--- config.mk ---
export PLATFORM = sky130hd
export DESIGN_NAME = snrp_host
export DESIGN_NICKNAME = d
export VERILOG_FILES = /design/src/hw/snrp_pkg.sv /design/src/hw/snrp_host.sv
export SDC_FILE = /design/constraint.sdc
export NUM_CORES = 1
export LEC_CHECK = 0
export BUFFER_PORTS_ARGS = -buffer_cell sky130_fd_sc_hd__buf_2
export CORE_MARGIN = 8
export CORE_UTILIZATION = 55
export CTS_CLUSTER_DIAMETER = 120
export DETAILED_ROUTE_END_ITERATION = 8
export GPL_ROUTABILITY_DRIVEN = 0
export PLACE_DENSITY = 0.87
export SKIP_LAST_GASP = 1
export SLEW_MARGIN = 40
export SYNTH_ARGS = -nofsm -noshare
export SYNTH_HDL_FRONTEND = slang
export SYNTH_SLANG_ARGS = --single-unit
--- constraint.sdc ---
create_clock -name clk -period 4.2 [get_ports clk]
set_input_delay 1.05 -clock clk [delete_from_list [all_inputs] [get_ports clk]]
set_output_delay 1.05 -clock clk [all_outputs]
set_load 0.01 [all_outputs]
--- src/hw/snrp_pkg.sv ---
package snrp_pkg;

    typedef enum logic [1:0] {
        SNRP_PROTO_EXT  = 2'b00,
        SNRP_PROTO_DUAL = 2'b01,
        SNRP_PROTO_QUAD = 2'b10
    } snrp_proto_type;

    // Wishbone register word offsets (byte addresses)
    localparam logic [3:0] SNRP_REG_CTRL   = 4'h0;
    localparam logic [3:0] SNRP_REG_ADDR   = 4'h4;
    localparam logic [3:0] SNRP_REG_DATA   = 4'h8;
    localparam logic [3:0] SNRP_REG_STATUS = 4'hC;

    // Control register fields
    localparam int SNRP_CTRL_START_BIT = 0;
    localparam int SNRP_CTRL_LAST_BIT  = 1;
    localparam int SNRP_CTRL_PROTO_LSB = 4;
    localparam int SNRP_CTRL_DUMMY_LSB = 8;
    localparam int SNRP_CTRL_CMD_LSB   = 16;
    localparam int SNRP_CTRL_LANE_LSB  = 24;

    // Status register fields
    localparam int SNRP_STAT_BUSY_BIT  = 0;
    localparam int SNRP_STAT_READY_BIT = 1;
    localparam int SNRP_STAT_OPEN_BIT  = 2;

    // Command codes
    localparam logic [7:0] SNRP_CMD_READ      = 8'h03;
    localparam logic [7:0] SNRP_CMD_FAST_READ = 8'h0B;
    localparam logic [7:0] SNRP_CMD_DOUT_READ = 8'h3B;
    localparam logic [7:0] SNRP_CMD_DIO_READ  = 8'hBB;
    localparam logic [7:0] SNRP_CMD_QOUT_READ = 8'h6B;
    localparam logic [7:0] SNRP_CMD_QIO_READ  = 8'hEB;

    localparam int SNRP_ADDR_BITS = 24;
    localparam logic [4:0] SNRP_DUMMY_RESET = 5'h08;

    // Link clock derived by divider: half period in system clocks
    localparam int          SNRP_SYS_CLK_HZ   = 20000000;
    localparam int          SNRP_LINK_CLK_HZ  = 2500000;
    localparam int          SNRP_HALF_CYCLES  = SNRP_SYS_CLK_HZ / (2 * SNRP_LINK_CLK_HZ);
    localparam logic [3:0]  SNRP_HALF_COUNT   = 4'(SNRP_HALF_CYCLES - 1);

    typedef struct packed {
        logic [3:0] dout;
        logic [3:0] oe;
        logic       sclk;
        logic       cs_n;
    } snrp_pins_type;

endpackage

--- src/hw/snrp_host.sv ---
// Function
// (RQ1) Address sent is 24 bits, bit 23 first down to bit 0.
// (RQ2) Frame opens with select low, eight-bit code, then three address bytes.
// (RQ3) Host changes address bits on falling edge so device samples them rising; code changes them one cycle into the low half.
// (RQ4) Read data streams on; host keeps clocking bytes as software asks.
// (RQ5) Host ends a read at any byte by raising chip select.
// (RQ6) Read codes: 03, 0B, 3B, BB, 6B, EB.
// (RQ7) Extended protocol: code on line 0, address and data width per command.
// (RQ8) Dual and quad protocols move every phase on two or four lines.
// (RQ9) Each read behaves alike in every protocol; only lane count differs.
// (RQ10) Fast reads insert dummy cycles before data; plain read has none.
// (RQ11) Software issues write enable before any program command.
// (RQ12) Program frame holds select low until last data bit, then raises it.
// (RQ13) Program frame: code on line 0, address bytes, one or more data bytes.
// (RQ14) Rising select after a valid program frame starts internal programming.
// (RQ15) Page wrap beyond page end is handled inside the device.
// (RQ16) Overlong page data: device keeps only last page-size bytes.
// (RQ17) Short page data: device leaves other page bytes unchanged.
// (RQ18) Device reports write-in-progress while programming; host may poll.
// (RQ19) Device clears write enable latch once programming starts.
// (RQ20) Programming may be suspended and resumed by separate commands.
// (RQ21) On timeout device clears write enable and sets program failure.
// (RQ22) Select rising off a byte boundary discards the program command.
// (RQ23) Program on protected sector fails; flag bits 1 and 4 set.
// (RQ24) Program variants use one, two or four lines for address and data.
// (RQ25) Page size is a device parameter, 256 bytes by default.
// (RQ26) Dummy cycle count is configurable and must match the device.
// (RQ27) Device ignores program commands while write enable latch is 0.
`timescale 1ns/1ps
`default_nettype none
module snrp_host
    import snrp_pkg::*;
(
    input  wire logic        clk,
    input  wire logic        reset_n,
    input  wire logic [3:0]  wb_adr_i,
    input  wire logic [31:0] wb_dat_i,
    output logic      [31:0] wb_dat_o,
    input  wire logic        wb_we_i,
    input  wire logic [3:0]  wb_sel_i,
    input  wire logic        wb_cyc_i,
    input  wire logic        wb_stb_i,
    output logic             wb_ack_o,
    output logic             sclk,
    output logic             cs_n,
    output logic      [3:0]  dq_o,
    output logic      [3:0]  dq_oe,
    input  wire logic [3:0]  dq_i
);

    typedef enum logic [2:0] {
        SNRP_IDLE  = 3'b000,
        SNRP_CMD   = 3'b001,
        SNRP_ADDR  = 3'b010,
        SNRP_DUMMY = 3'b011,
        SNRP_DATA  = 3'b100,
        SNRP_HOLD  = 3'b101
    } snrp_state_type;

    snrp_state_type  state;
    snrp_proto_type  proto;
    logic [4:0]      dummy_cycles;
    logic [7:0]      cmd_code;
    logic [1:0]      addr_lanes;
    logic [1:0]      data_lanes;
    logic            data_write;
    logic [23:0]     addr;
    logic [7:0]      tx_byte;
    logic [7:0]      rx_byte;
    logic            byte_ready;
    logic            last_byte;
    logic            frame_open;
    logic [7:0]      shreg;
    logic [4:0]      bits_left;
    logic [23:0]     addr_sh;
    logic [3:0]      div_cnt;
    logic            tick;
    logic [3:0]      dq_meta;
    logic [3:0]      dq_sync;
    logic            wb_hit;

    // Lane code: 0 one line, 1 two lines, 2 four lines
    function automatic logic [4:0] snrp_steps(input logic [1:0] lanes, input logic [4:0] bits);
        case (lanes)
            2'd1:    snrp_steps = bits >> 1;
            2'd2:    snrp_steps = bits >> 2;
            default: snrp_steps = bits;
        endcase
    endfunction

    function automatic logic [1:0] snrp_proto_lanes(input snrp_proto_type p, input logic [1:0] l);
        case (p)
            SNRP_PROTO_DUAL: snrp_proto_lanes = 2'd1; // RQ8
            SNRP_PROTO_QUAD: snrp_proto_lanes = 2'd2; // RQ8
            default:         snrp_proto_lanes = l;
        endcase
    endfunction

    // Wire-level per-command lane choice in extended protocol
    function automatic logic [3:0] snrp_cmd_lanes(input logic [7:0] c);
        case (c)
            SNRP_CMD_DIO_READ:  snrp_cmd_lanes = {2'd1, 2'd1}; // RQ7
            SNRP_CMD_DOUT_READ: snrp_cmd_lanes = {2'd0, 2'd1}; // RQ7
            SNRP_CMD_QOUT_READ: snrp_cmd_lanes = {2'd0, 2'd2}; // RQ7
            SNRP_CMD_QIO_READ:  snrp_cmd_lanes = {2'd2, 2'd2}; // RQ7
            default:            snrp_cmd_lanes = {2'd0, 2'd0};
        endcase
    endfunction

    assign wb_hit = wb_cyc_i && wb_stb_i && !wb_ack_o;

    // Input pins cross into clk by two flops
    always_ff @(posedge clk or negedge reset_n) begin
        if (!reset_n) begin
            dq_meta <= 4'h0;
            dq_sync <= 4'h0;
        end else begin
            dq_meta <= dq_i;
            dq_sync <= dq_meta;
        end
    end

    // Link clock divider; tick marks each half period
    always_ff @(posedge clk or negedge reset_n) begin
        if (!reset_n) begin
            div_cnt <= 4'h0;
        end else if (state == SNRP_IDLE || state == SNRP_HOLD || div_cnt == SNRP_HALF_COUNT) begin
            div_cnt <= 4'h0;
        end else begin
            div_cnt <= div_cnt + 4'h1;
        end
    end
    assign tick = (state != SNRP_IDLE) && (state != SNRP_HOLD) && (div_cnt == SNRP_HALF_COUNT);

    // Wishbone slave: ack one cycle after strobe, unmapped reads give zero
    always_ff @(posedge clk or negedge reset_n) begin
        if (!reset_n) begin
            wb_ack_o <= 1'b0;
            wb_dat_o <= 32'h0;
        end else begin
            wb_ack_o <= wb_hit;
            if (wb_hit && !wb_we_i) begin
                case (wb_adr_i)
                    SNRP_REG_CTRL:   wb_dat_o <= {6'h0, addr_lanes, cmd_code, 3'h0,
                                                  dummy_cycles, 2'h0, proto, 3'h0, data_write};
                    SNRP_REG_ADDR:   wb_dat_o <= {8'h0, addr};
                    SNRP_REG_DATA:   wb_dat_o <= {24'h0, rx_byte};
                    SNRP_REG_STATUS: wb_dat_o <= {29'h0, frame_open, byte_ready,
                                                  state != SNRP_IDLE && state != SNRP_HOLD};
                    default:         wb_dat_o <= 32'h0;
                endcase
            end
        end
    end

    // Configuration written by software while the link is quiet
    always_ff @(posedge clk or negedge reset_n) begin
        if (!reset_n) begin
            proto        <= SNRP_PROTO_EXT;
            dummy_cycles <= SNRP_DUMMY_RESET;
            cmd_code     <= SNRP_CMD_READ;
            addr_lanes   <= 2'd0;
            data_lanes   <= 2'd0;
            data_write   <= 1'b0;
            addr         <= 24'h0;
        end else if (wb_hit && wb_we_i && state == SNRP_IDLE && !frame_open) begin
            if (wb_adr_i == SNRP_REG_CTRL && wb_sel_i[3]) begin
                cmd_code   <= wb_dat_i[SNRP_CTRL_CMD_LSB +: 8];
                addr_lanes <= wb_dat_i[SNRP_CTRL_LANE_LSB +: 2];
                data_lanes <= wb_dat_i[SNRP_CTRL_LANE_LSB + 2 +: 2];
                data_write <= wb_dat_i[SNRP_CTRL_START_BIT + 2];
                proto      <= snrp_proto_type'(wb_dat_i[SNRP_CTRL_PROTO_LSB +: 2]);
                dummy_cycles <= wb_dat_i[SNRP_CTRL_DUMMY_LSB +: 5]; // RQ26
            end
            if (wb_adr_i == SNRP_REG_ADDR) begin
                addr <= wb_dat_i[SNRP_ADDR_BITS-1:0]; // RQ1
            end
        end
    end

    // Frame sequencer: lines shift out in the low link half, rising edge samples
    always_ff @(posedge clk or negedge reset_n) begin
        if (!reset_n) begin
            state      <= SNRP_IDLE;
            sclk       <= 1'b0;
            cs_n       <= 1'b1;
            dq_o       <= 4'h0;
            dq_oe      <= 4'h0;
            shreg      <= 8'h0;
            addr_sh    <= 24'h0;
            bits_left  <= 5'h0;
            tx_byte    <= 8'h0;
            rx_byte    <= 8'h0;
            byte_ready <= 1'b0;
            last_byte  <= 1'b0;
            frame_open <= 1'b0;
        end else begin
            if (wb_hit && !wb_we_i && wb_adr_i == SNRP_REG_DATA) begin
                byte_ready <= 1'b0;
            end
            case (state)
                SNRP_IDLE: begin
                    sclk <= 1'b0;
                    if (wb_hit && wb_we_i && wb_adr_i == SNRP_REG_CTRL
                        && wb_dat_i[SNRP_CTRL_START_BIT]) begin
                        if (frame_open) begin
                            // Next byte of an open frame
                            tx_byte   <= wb_dat_i[7:0];
                            last_byte <= wb_dat_i[SNRP_CTRL_LAST_BIT];
                            shreg     <= data_write ? wb_dat_i[7:0] : 8'h0;
                            bits_left <= snrp_steps(snrp_proto_lanes(proto, data_lanes), 5'd8);
                            state     <= SNRP_DATA; // RQ4
                        end else begin
                            cs_n       <= 1'b0; // RQ2 RQ11 RQ20
                            frame_open <= 1'b1;
                            shreg      <= cmd_code;
                            addr_sh    <= addr;
                            bits_left  <= snrp_steps(snrp_proto_lanes(proto, 2'd0), 5'd8);
                            state      <= SNRP_CMD; // RQ13
                        end
                    end else if (wb_hit && wb_we_i && wb_adr_i == SNRP_REG_CTRL
                                 && wb_dat_i[SNRP_CTRL_LAST_BIT] && frame_open) begin
                        cs_n       <= 1'b1; // RQ5
                        dq_oe      <= 4'h0;
                        frame_open <= 1'b0;
                    end
                end
                SNRP_CMD, SNRP_ADDR, SNRP_DUMMY, SNRP_DATA: begin
                    if (tick) begin
                        sclk <= !sclk;
                        if (sclk) begin
                            // Falling edge: move to next phase once bits run out; lines change later in the low half
                            if (bits_left == 5'h0) begin
                                case (state)
                                    SNRP_CMD: begin
                                        bits_left <= snrp_steps(snrp_proto_lanes(proto, addr_lanes), 5'd24);
                                        state     <= SNRP_ADDR;
                                    end
                                    SNRP_ADDR: begin
                                        dq_oe <= 4'h0;
                                        if (cmd_code == SNRP_CMD_READ || data_write) begin
                                            state <= SNRP_IDLE; // RQ10
                                        end else begin
                                            bits_left <= dummy_cycles; // RQ26
                                            state     <= SNRP_DUMMY; // RQ10
                                        end
                                    end
                                    SNRP_DUMMY: begin
                                        state <= SNRP_IDLE;
                                    end
                                    default: begin
                                        rx_byte    <= shreg;
                                        byte_ready <= !data_write;
                                        state      <= last_byte ? SNRP_HOLD : SNRP_IDLE;
                                    end
                                endcase
                            end
                        end else begin
                            if (bits_left != 5'h0) begin
                                bits_left <= bits_left - 5'h1;
                            end
                        end
                    end
                    // Lanes change one cycle into the low half, clear of both link edges
                    if (!sclk && div_cnt == 4'h1 && bits_left != 5'h0) begin
                        case (state)
                            SNRP_CMD: begin
                                case (snrp_proto_lanes(proto, 2'd0))
                                    2'd1: begin dq_o <= {2'b00, shreg[7:6]}; dq_oe <= 4'h3; shreg <= {shreg[5:0], 2'b00}; end
                                    2'd2: begin dq_o <= shreg[7:4]; dq_oe <= 4'hF; shreg <= {shreg[3:0], 4'h0}; end
                                    default: begin dq_o <= {3'b000, shreg[7]}; dq_oe <= 4'h1; shreg <= {shreg[6:0], 1'b0}; end
                                endcase
                            end
                            SNRP_ADDR: begin // RQ3
                                case (snrp_proto_lanes(proto, addr_lanes))
                                    2'd1: begin dq_o <= {2'b00, addr_sh[23:22]}; dq_oe <= 4'h3; addr_sh <= {addr_sh[21:0], 2'b00}; end
                                    2'd2: begin dq_o <= addr_sh[23:20]; dq_oe <= 4'hF; addr_sh <= {addr_sh[19:0], 4'h0}; end
                                    default: begin dq_o <= {3'b000, addr_sh[23]}; dq_oe <= 4'h1; addr_sh <= {addr_sh[22:0], 1'b0}; end
                                endcase
                            end
                            SNRP_DATA: begin
                                if (data_write) begin // RQ24
                                    case (snrp_proto_lanes(proto, data_lanes))
                                        2'd1: begin dq_o <= {2'b00, shreg[7:6]}; dq_oe <= 4'h3; shreg <= {shreg[5:0], 2'b00}; end
                                        2'd2: begin dq_o <= shreg[7:4]; dq_oe <= 4'hF; shreg <= {shreg[3:0], 4'h0}; end
                                        default: begin dq_o <= {3'b000, shreg[7]}; dq_oe <= 4'h1; shreg <= {shreg[6:0], 1'b0}; end
                                    endcase
                                end
                            end
                            default: begin
                                dq_oe <= 4'h0;
                            end
                        endcase
                    end
                    // Read data sampled on rising link edge
                    if (tick && !sclk && state == SNRP_DATA && !data_write) begin
                        case (snrp_proto_lanes(proto, data_lanes)) // RQ9
                            2'd1:    shreg <= {shreg[5:0], dq_sync[1:0]};
                            2'd2:    shreg <= {shreg[3:0], dq_sync};
                            default: shreg <= {shreg[6:0], dq_sync[1]}; // RQ7
                        endcase
                    end
                end
                SNRP_HOLD: begin
                    // Select rises only after the whole final byte
                    sclk       <= 1'b0;
                    cs_n       <= 1'b1; // RQ12
                    dq_oe      <= 4'h0;
                    frame_open <= 1'b0;
                    state      <= SNRP_IDLE; // RQ14
                end
                default: begin
                    state <= SNRP_IDLE;
                end
            endcase
        end
    end

endmodule
`default_nettype wire

== After elaboration in Yosys (flattened, before gate mapping) ==
Cells that the tools add are included.

* Register bits after elaboration: 150
* Bits of input ports: 49
* Output and inout bits: 43
* Logic and storage cells: 226

* Add/sub/neg operators: 2
* Equal/unequal tests: 47
* Mux-type cells: 99
* Bitwise logic cells: 1
* Reduce and logical (&&, ||, !) cells: 53

{| class="wikitable"
|+ Operators with widths
! cell !! number
|-
| $pmux W26 S4 || 1
|-
| $mux W24 || 4
|-
| $pmux W24 S2 || 2
|-
| $pmux W8 S2 || 5
|-
| $pmux W4 S2 || 8
|-
| $mux W2 || 24
|-
| $mux W8 || 6
|-
| $mux W4 || 10
|-
| $pmux W4 S3 || 3
|-
| $mux W5 || 7
|-
| $pmux W5 S2 || 3
|-
| $logic_and A1 B1 Y1 || 19
|-
| $mux W3 || 6
|-
| $eq A2 B1 Y1 const B || 8
|-
| $eq A2 B2 Y1 const B || 8
|-
| $ne A2 B2 Y1 const B || 8
|-
| $ne A4 B4 Y1 const B || 4
|-
| $ne A3 B3 Y1 const B || 5
|-
| $reduce_and A5 Y1 || 3
|-
| $mux W1 || 12
|-
| $pmux W2 S2 || 3
|-
| $pmux W3 S3 || 1
|-
| $reduce_and A3 Y1 || 3
|-
| $reduce_bool A3 Y1 || 3
|-
| other kinds (28) || 46
|}

== Depth between registers and ports, before layout ==
* Depth after elaboration: 14
* Gate-level depth with buffers: 14
* Mapped depth without buffers: 11

== Least setup slack after synthesis ==
OpenSTA, ideal clock, no wires.

* Path kind: register to register
* Start point: register proto[0]
* End point: register shreg[7]
* Setup time: 125 ps
* Data arrival time: 2889 ps
* Required time: 4075 ps
* Path slack: 1187 ps
* Cell stages (with the launch flop): 13
* Clock period less this slack: 3013 ps
* Cell sequence: dfrtp_1 > inv_1 > ha_1 > clkbuf_1 > buf_1 > nand2b_1 > nand2_1 > ha_1 > clkbuf_1 > clkbuf_1 > o21ai_0 > a211o_1 > mux2_2

* Longest elaborated chain between the ends: 13

{| class="wikitable"
|+ Ends and longest elaborated chain
! element !! RTL line !! text
|-
| from (decl) || snrp_host.sv:61 || <nowiki>snrp_proto_type proto;</nowiki>
|-
| from (signal assigned) || snrp_host.sv:172 || <nowiki>proto <= snrp_proto_type'(wb_dat_i[SNRP_CTRL_PROTO_LSB +: 2]);</nowiki>
|-
| $eq A2 B2 Y1 or $eq A2 B1 Y1 (tied branches) || snrp_host.sv:92 || <nowiki>case (p)</nowiki>
|-
| $pmux W2 S2 || snrp_host.sv:92 ||
|-
| $mux W2 || snrp_host.sv:282 || <nowiki>if (data_write) begin</nowiki>
|-
| $mux W2 || snrp_host.sv:266 || <nowiki>case (state)</nowiki>
|-
| $mux W2 || snrp_host.sv:265 || <nowiki>if (!sclk && div_cnt == 4'h1 && bits_left != 5'h0) begin</nowiki>
|-
| $mux W2 || snrp_host.sv:201 || <nowiki>case (state)</nowiki>
|-
| $eq A2 B2 Y1 or $eq A2 B1 Y1 (tied branches) || snrp_host.sv:283 || <nowiki>case (snrp_proto_lanes(proto, data_lanes))</nowiki>
|-
| $pmux W8 S2 || snrp_host.sv:283 ||
|-
| $mux W8 || snrp_host.sv:282 ||
|-
| $pmux W8 S2 || snrp_host.sv:266 ||
|-
| $mux W8 || snrp_host.sv:265 ||
|-
| $mux W8 (*) || snrp_host.sv:296 || <nowiki>if (tick && !sclk && state == SNRP_DATA && !data_write) begin</nowiki>
|-
| $pmux W8 S2 (*) || snrp_host.sv:201 ||
|-
| to (signal assigned) || snrp_host.sv:298 || <nowiki>2'd1: shreg <= {shreg[5:0], dq_sync[1:0]};</nowiki>
|-
| to (signal assigned) || snrp_host.sv:299 || <nowiki>2'd2: shreg <= {shreg[3:0], dq_sync};</nowiki>
|-
| to (signal assigned) || snrp_host.sv:300 || <nowiki>default: shreg <= {shreg[6:0], dq_sync[1]};</nowiki>
|-
| to (decl) || snrp_host.sv:73 || <nowiki>logic [7:0] shreg;</nowiki>
|}

Mark *: on every way between the ends. The rest lies on a longest branch, timed or not. The select of a mux whose other input is x is not followed.
A chain may end at the register's enable or synchronous reset.

== Final worst setup path ==
* Start point: register proto[0]
* End point: register dq_o[0]

* Longest elaborated chain between the ends: 10

{| class="wikitable"
|+ Ends and longest elaborated chain
! element !! RTL line !! text
|-
| $eq A2 B2 Y1 or $eq A2 B1 Y1 (tied branches) || snrp_host.sv:92 ||
|-
| $pmux W2 S2 || snrp_host.sv:92 ||
|-
| $mux W2 || snrp_host.sv:282 ||
|-
| $mux W2 || snrp_host.sv:266 ||
|-
| $mux W2 || snrp_host.sv:265 ||
|-
| $mux W2 || snrp_host.sv:201 ||
|-
| $eq A2 B2 Y1 or $eq A2 B1 Y1 (tied branches) || snrp_host.sv:283 ||
|-
| $pmux W4 S2 || snrp_host.sv:283 ||
|-
| $mux W4 || snrp_host.sv:282 ||
|-
| $pmux W4 S3 (*) || snrp_host.sv:266 ||
|-
| to (signal assigned) || snrp_host.sv:269 || <nowiki>2'd1: begin dq_o <= {2'b00, shreg[7:6]}; dq_oe <= 4'h3; shreg <= {shreg[5:0], 2'b00}; end</nowiki>
|-
| to (signal assigned) || snrp_host.sv:284 || <nowiki>2'd1: begin dq_o <= {2'b00, shreg[7:6]}; dq_oe <= 4'h3; shreg <= {shreg[5:0], 2'b00}; end</nowiki>
|-
| to (signal assigned) || snrp_host.sv:285 || <nowiki>2'd2: begin dq_o <= shreg[7:4]; dq_oe <= 4'hF; shreg <= {shreg[3:0], 4'h0}; end</nowiki>
|-
| to (decl) || snrp_host.sv:46 || <nowiki>output logic [3:0] dq_o,</nowiki>
|}

Marks and branches as above.

==> impl_metrics.ini <==
[clock_tree]
cts-root-buf = clkbuf_16
cts_resized = 0
cts_buffer_depth = 2
hold_buffers = 0
clkTransAtPathRegs_ps = 60
clock_latency_ps = 430
cts_tree = built
cts_buffers = 17
cts_sinks = 144
cts_setup_buffers = 0
htree_levels = 4

[power_and_ir_drop]
p_leak_nw = 4.110
ir_worst_vdd_mv = 0.2844
pwr_density_cell_nw_per_um2 = 515.0

[global_routing]
grt_start_max_net_pins = 86
gr-total-overflow = 0
grt.total_usage = 0.2367
grt_pass1_vias = 6464
antenna_found_initial = 0
grt_pass1_wl_mm = 34.71

[worst_setup_path]
cp_max_fo = 23
worstSetupPathType = reg2reg
cp.buffers_inverters = 1
critPathLaunchType = register
cp_top_family = adder cells
cp.arrival_ps = 3780
required_ps = 4510
worstSetupEndpointType = register
slowest_delay_ps = 790
cp_cell_sequence = inv_1, ha_1, nor2b_1, a21oi_1, ha_1, o21ai_0, a22oi_1, o21ai_0, mux2_2
slowest_stage = ha_1

[synthesis]
synth_top_area_frac = 0.4461
syn_area_um2 = 7853
ys_seq_area_frac = 0.4595
ys_top_cells_by_area = dfrtp_1, mux2_2, nand2_1
synthFlopType = dfrtp_1
synth_cell_types = 72
async_reset_ff_frac = 1.000
syn_inst = 816
yosysTopAreaCell = dfrtp_1
yosys_warnings = 0
synth_common_cells = dfrtp_1, nand2_1, nor2_1, mux2_2, o21ai_0
syn_avg_cell_area_um2 = 9.623
synth_seq_cells = 144
synth_edf_count = 0
synth.most_common_cell = dfrtp_1

[die]
boundaryPins = 92
rows = 43
die_y_um = 135.5
coreArea_um2 = 13930
die_x_um = 135.5
start_util = 0.5635
dieArea_um2 = 18360

[hold_path]
worstHoldPathType = reg2reg

[route]
drc = 0
drtPass1Iterations = 6
postRouteAntennaNets = 0
num_vias = 6850
routed_wl_mm = 21.61
post_drt_wl_per_cell_um = 20.50
avgViaCountPerCell = 6.499
drt_iter0_drc = 845

[placed_design]
portBuffers = 78
dp_hpwl_mm = 14.61

[sta]
slew_viol_final = 0
finalSetupViolCount = 0
finalCriticalPeriod_ps = 3471
finalCritPeriodShare = 0.8263
tns_ps = 0
finalHoldViolCount = 0
grt_setup_unrepaired = no
finClkSkew_ps = 9.318
relSlewSlack = 0.4520
fmax_ghz = 0.2881
worstMarginPinSlew_ps = 822.1

[cells_and_area]
fillCellCount = 981
fin_util = 0.6356
drive_gt1_frac = 0.2460
final_nets = 922
syn2layout_area_growth_pct = 12.79
diodes = 0

[run_status]
outcome = finished, final reports clean

[job]
cap_violations = 0
## state kept, by name, summed over array words and instances, names as in the netlist, 5 cells and up
register / cells
addr: 24
bits_left: 5
rx_byte: 8
dummy_cycles: 5
addr_sh: 24
wb_dat_o: 26
cmd_code: 8
shreg: 8
## metrics by stage
stage / worst slack [ps] / instance area, um^2 / hold slack [ps] / instances / total power, mW
2_1_floorplan: 1187 / 7871 / 331.2 / 821 / 2.771
3_3_place_gp: 858.4 / 8272 / 333.6 / 1021 / 3.054
3_5_place_dp: 835.6 / 8274 / 337.8 / 1021 / 3.103
4_1_cts: 793.1 / 8836 / 352.7 / 1053 / 4.547
5_1_grt: 586.9 / 8857 / 361.9 / 1054 / 4.805
6_report: 729.4 / 8857 / 354.1 / 1054 / 4.561
## layout by cell type (no fill, tap or decap), drive strengths merged, types with 10 or more instances in the layout
| cell type | instances |
|---|---|
| a22oi | 41 |
| buf | 91 |
| inv | 29 |
| a221oi | 20 |
| a21oi | 26 |
| nand2 | 101 |
| dfrtp | 140 |
| clkbuf | 20 |
| a31oi | 27 |
| mux2 | 70 |
| o21ai | 58 |
| o211ai | 10 |
| nor2 | 76 |
| nand3 | 15 |
| ha | 12 |
## cells by family (layout without fill, tap and decap cells)
logic type / after synthesis / count (layout) / synth area share
compound gates: 226 / 226 / 0.1939
simple gates: 252 / 252 / 0.1542
other cells: 1 / 6 / 0.0004776
flops: 144 / 144 / 0.4595
buf+inv: 96 / 149 / 0.05417
mux: 79 / 79 / 0.1119
xor+xnor: 6 / 6 / 0.006692
fa+ha+maj: 12 / 12 / 0.01912
## path summary, 6_finish.rpt
kind / startpoint / endpoint / cells after the start / slack [ps]
min in group asynchronous: reset_n / dq_meta[3]$_DFF_PN0_ / 1 / 650
worst min-delay path: dq_meta[3]$_DFF_PN0_ / dq_sync[3]$_DFF_PN0_ / 0 / 350
worst max register to register: proto[0]$_DFFE_PN0P_ / dq_o[0]$_DFFE_PN0P_ / 9 / 730
max in group asynchronous: reset_n / dummy_cycles[3]$_DFFE_PN1P_ / 2 / 2710
worst min register to register: dq_meta[3]$_DFF_PN0_ / dq_sync[3]$_DFF_PN0_ / 0 / 350
worst max-delay path: proto[0]$_DFFE_PN0P_ / dq_o[0]$_DFFE_PN0P_ / 9 / 730
## cell type report
class	count	area, um^2	area share
tap	180	225.2	0.02543
clock inverter	13	128.9	0.01455
sequential	144	3610	0.4075
inverter	25	93.84	0.01059
clock buffer	19	432.9	0.04888
timing repair buffer	92	508.0	0.05735
multi-input combinational	581	3859	0.4357
## per-layer routing
| layer | wire (um) | vias up | GRT usage |
|---|---|---|---|
| met1 | 8461 | 3281 | 0.3139 |
| met5 | 0 | - | 0 |
| met3 | 2016 | 70 | 0.04599 |
| met2 | 10390 | 474 | 0.3656 |
| met4 | 743 | 0 | 0.1135 |
| li1 | - | 3025 | - |
## power breakdown
group	internal [mW]	total, mW	leakage (nW)	switching, mW
Clock	0.826	1.44	0.268	0.618
Combinational	0.528	1.16	2.00	0.633
Sequential	1.63	1.96	1.84	0.326
Note: power is estimated with default switching activity, not from simulation.
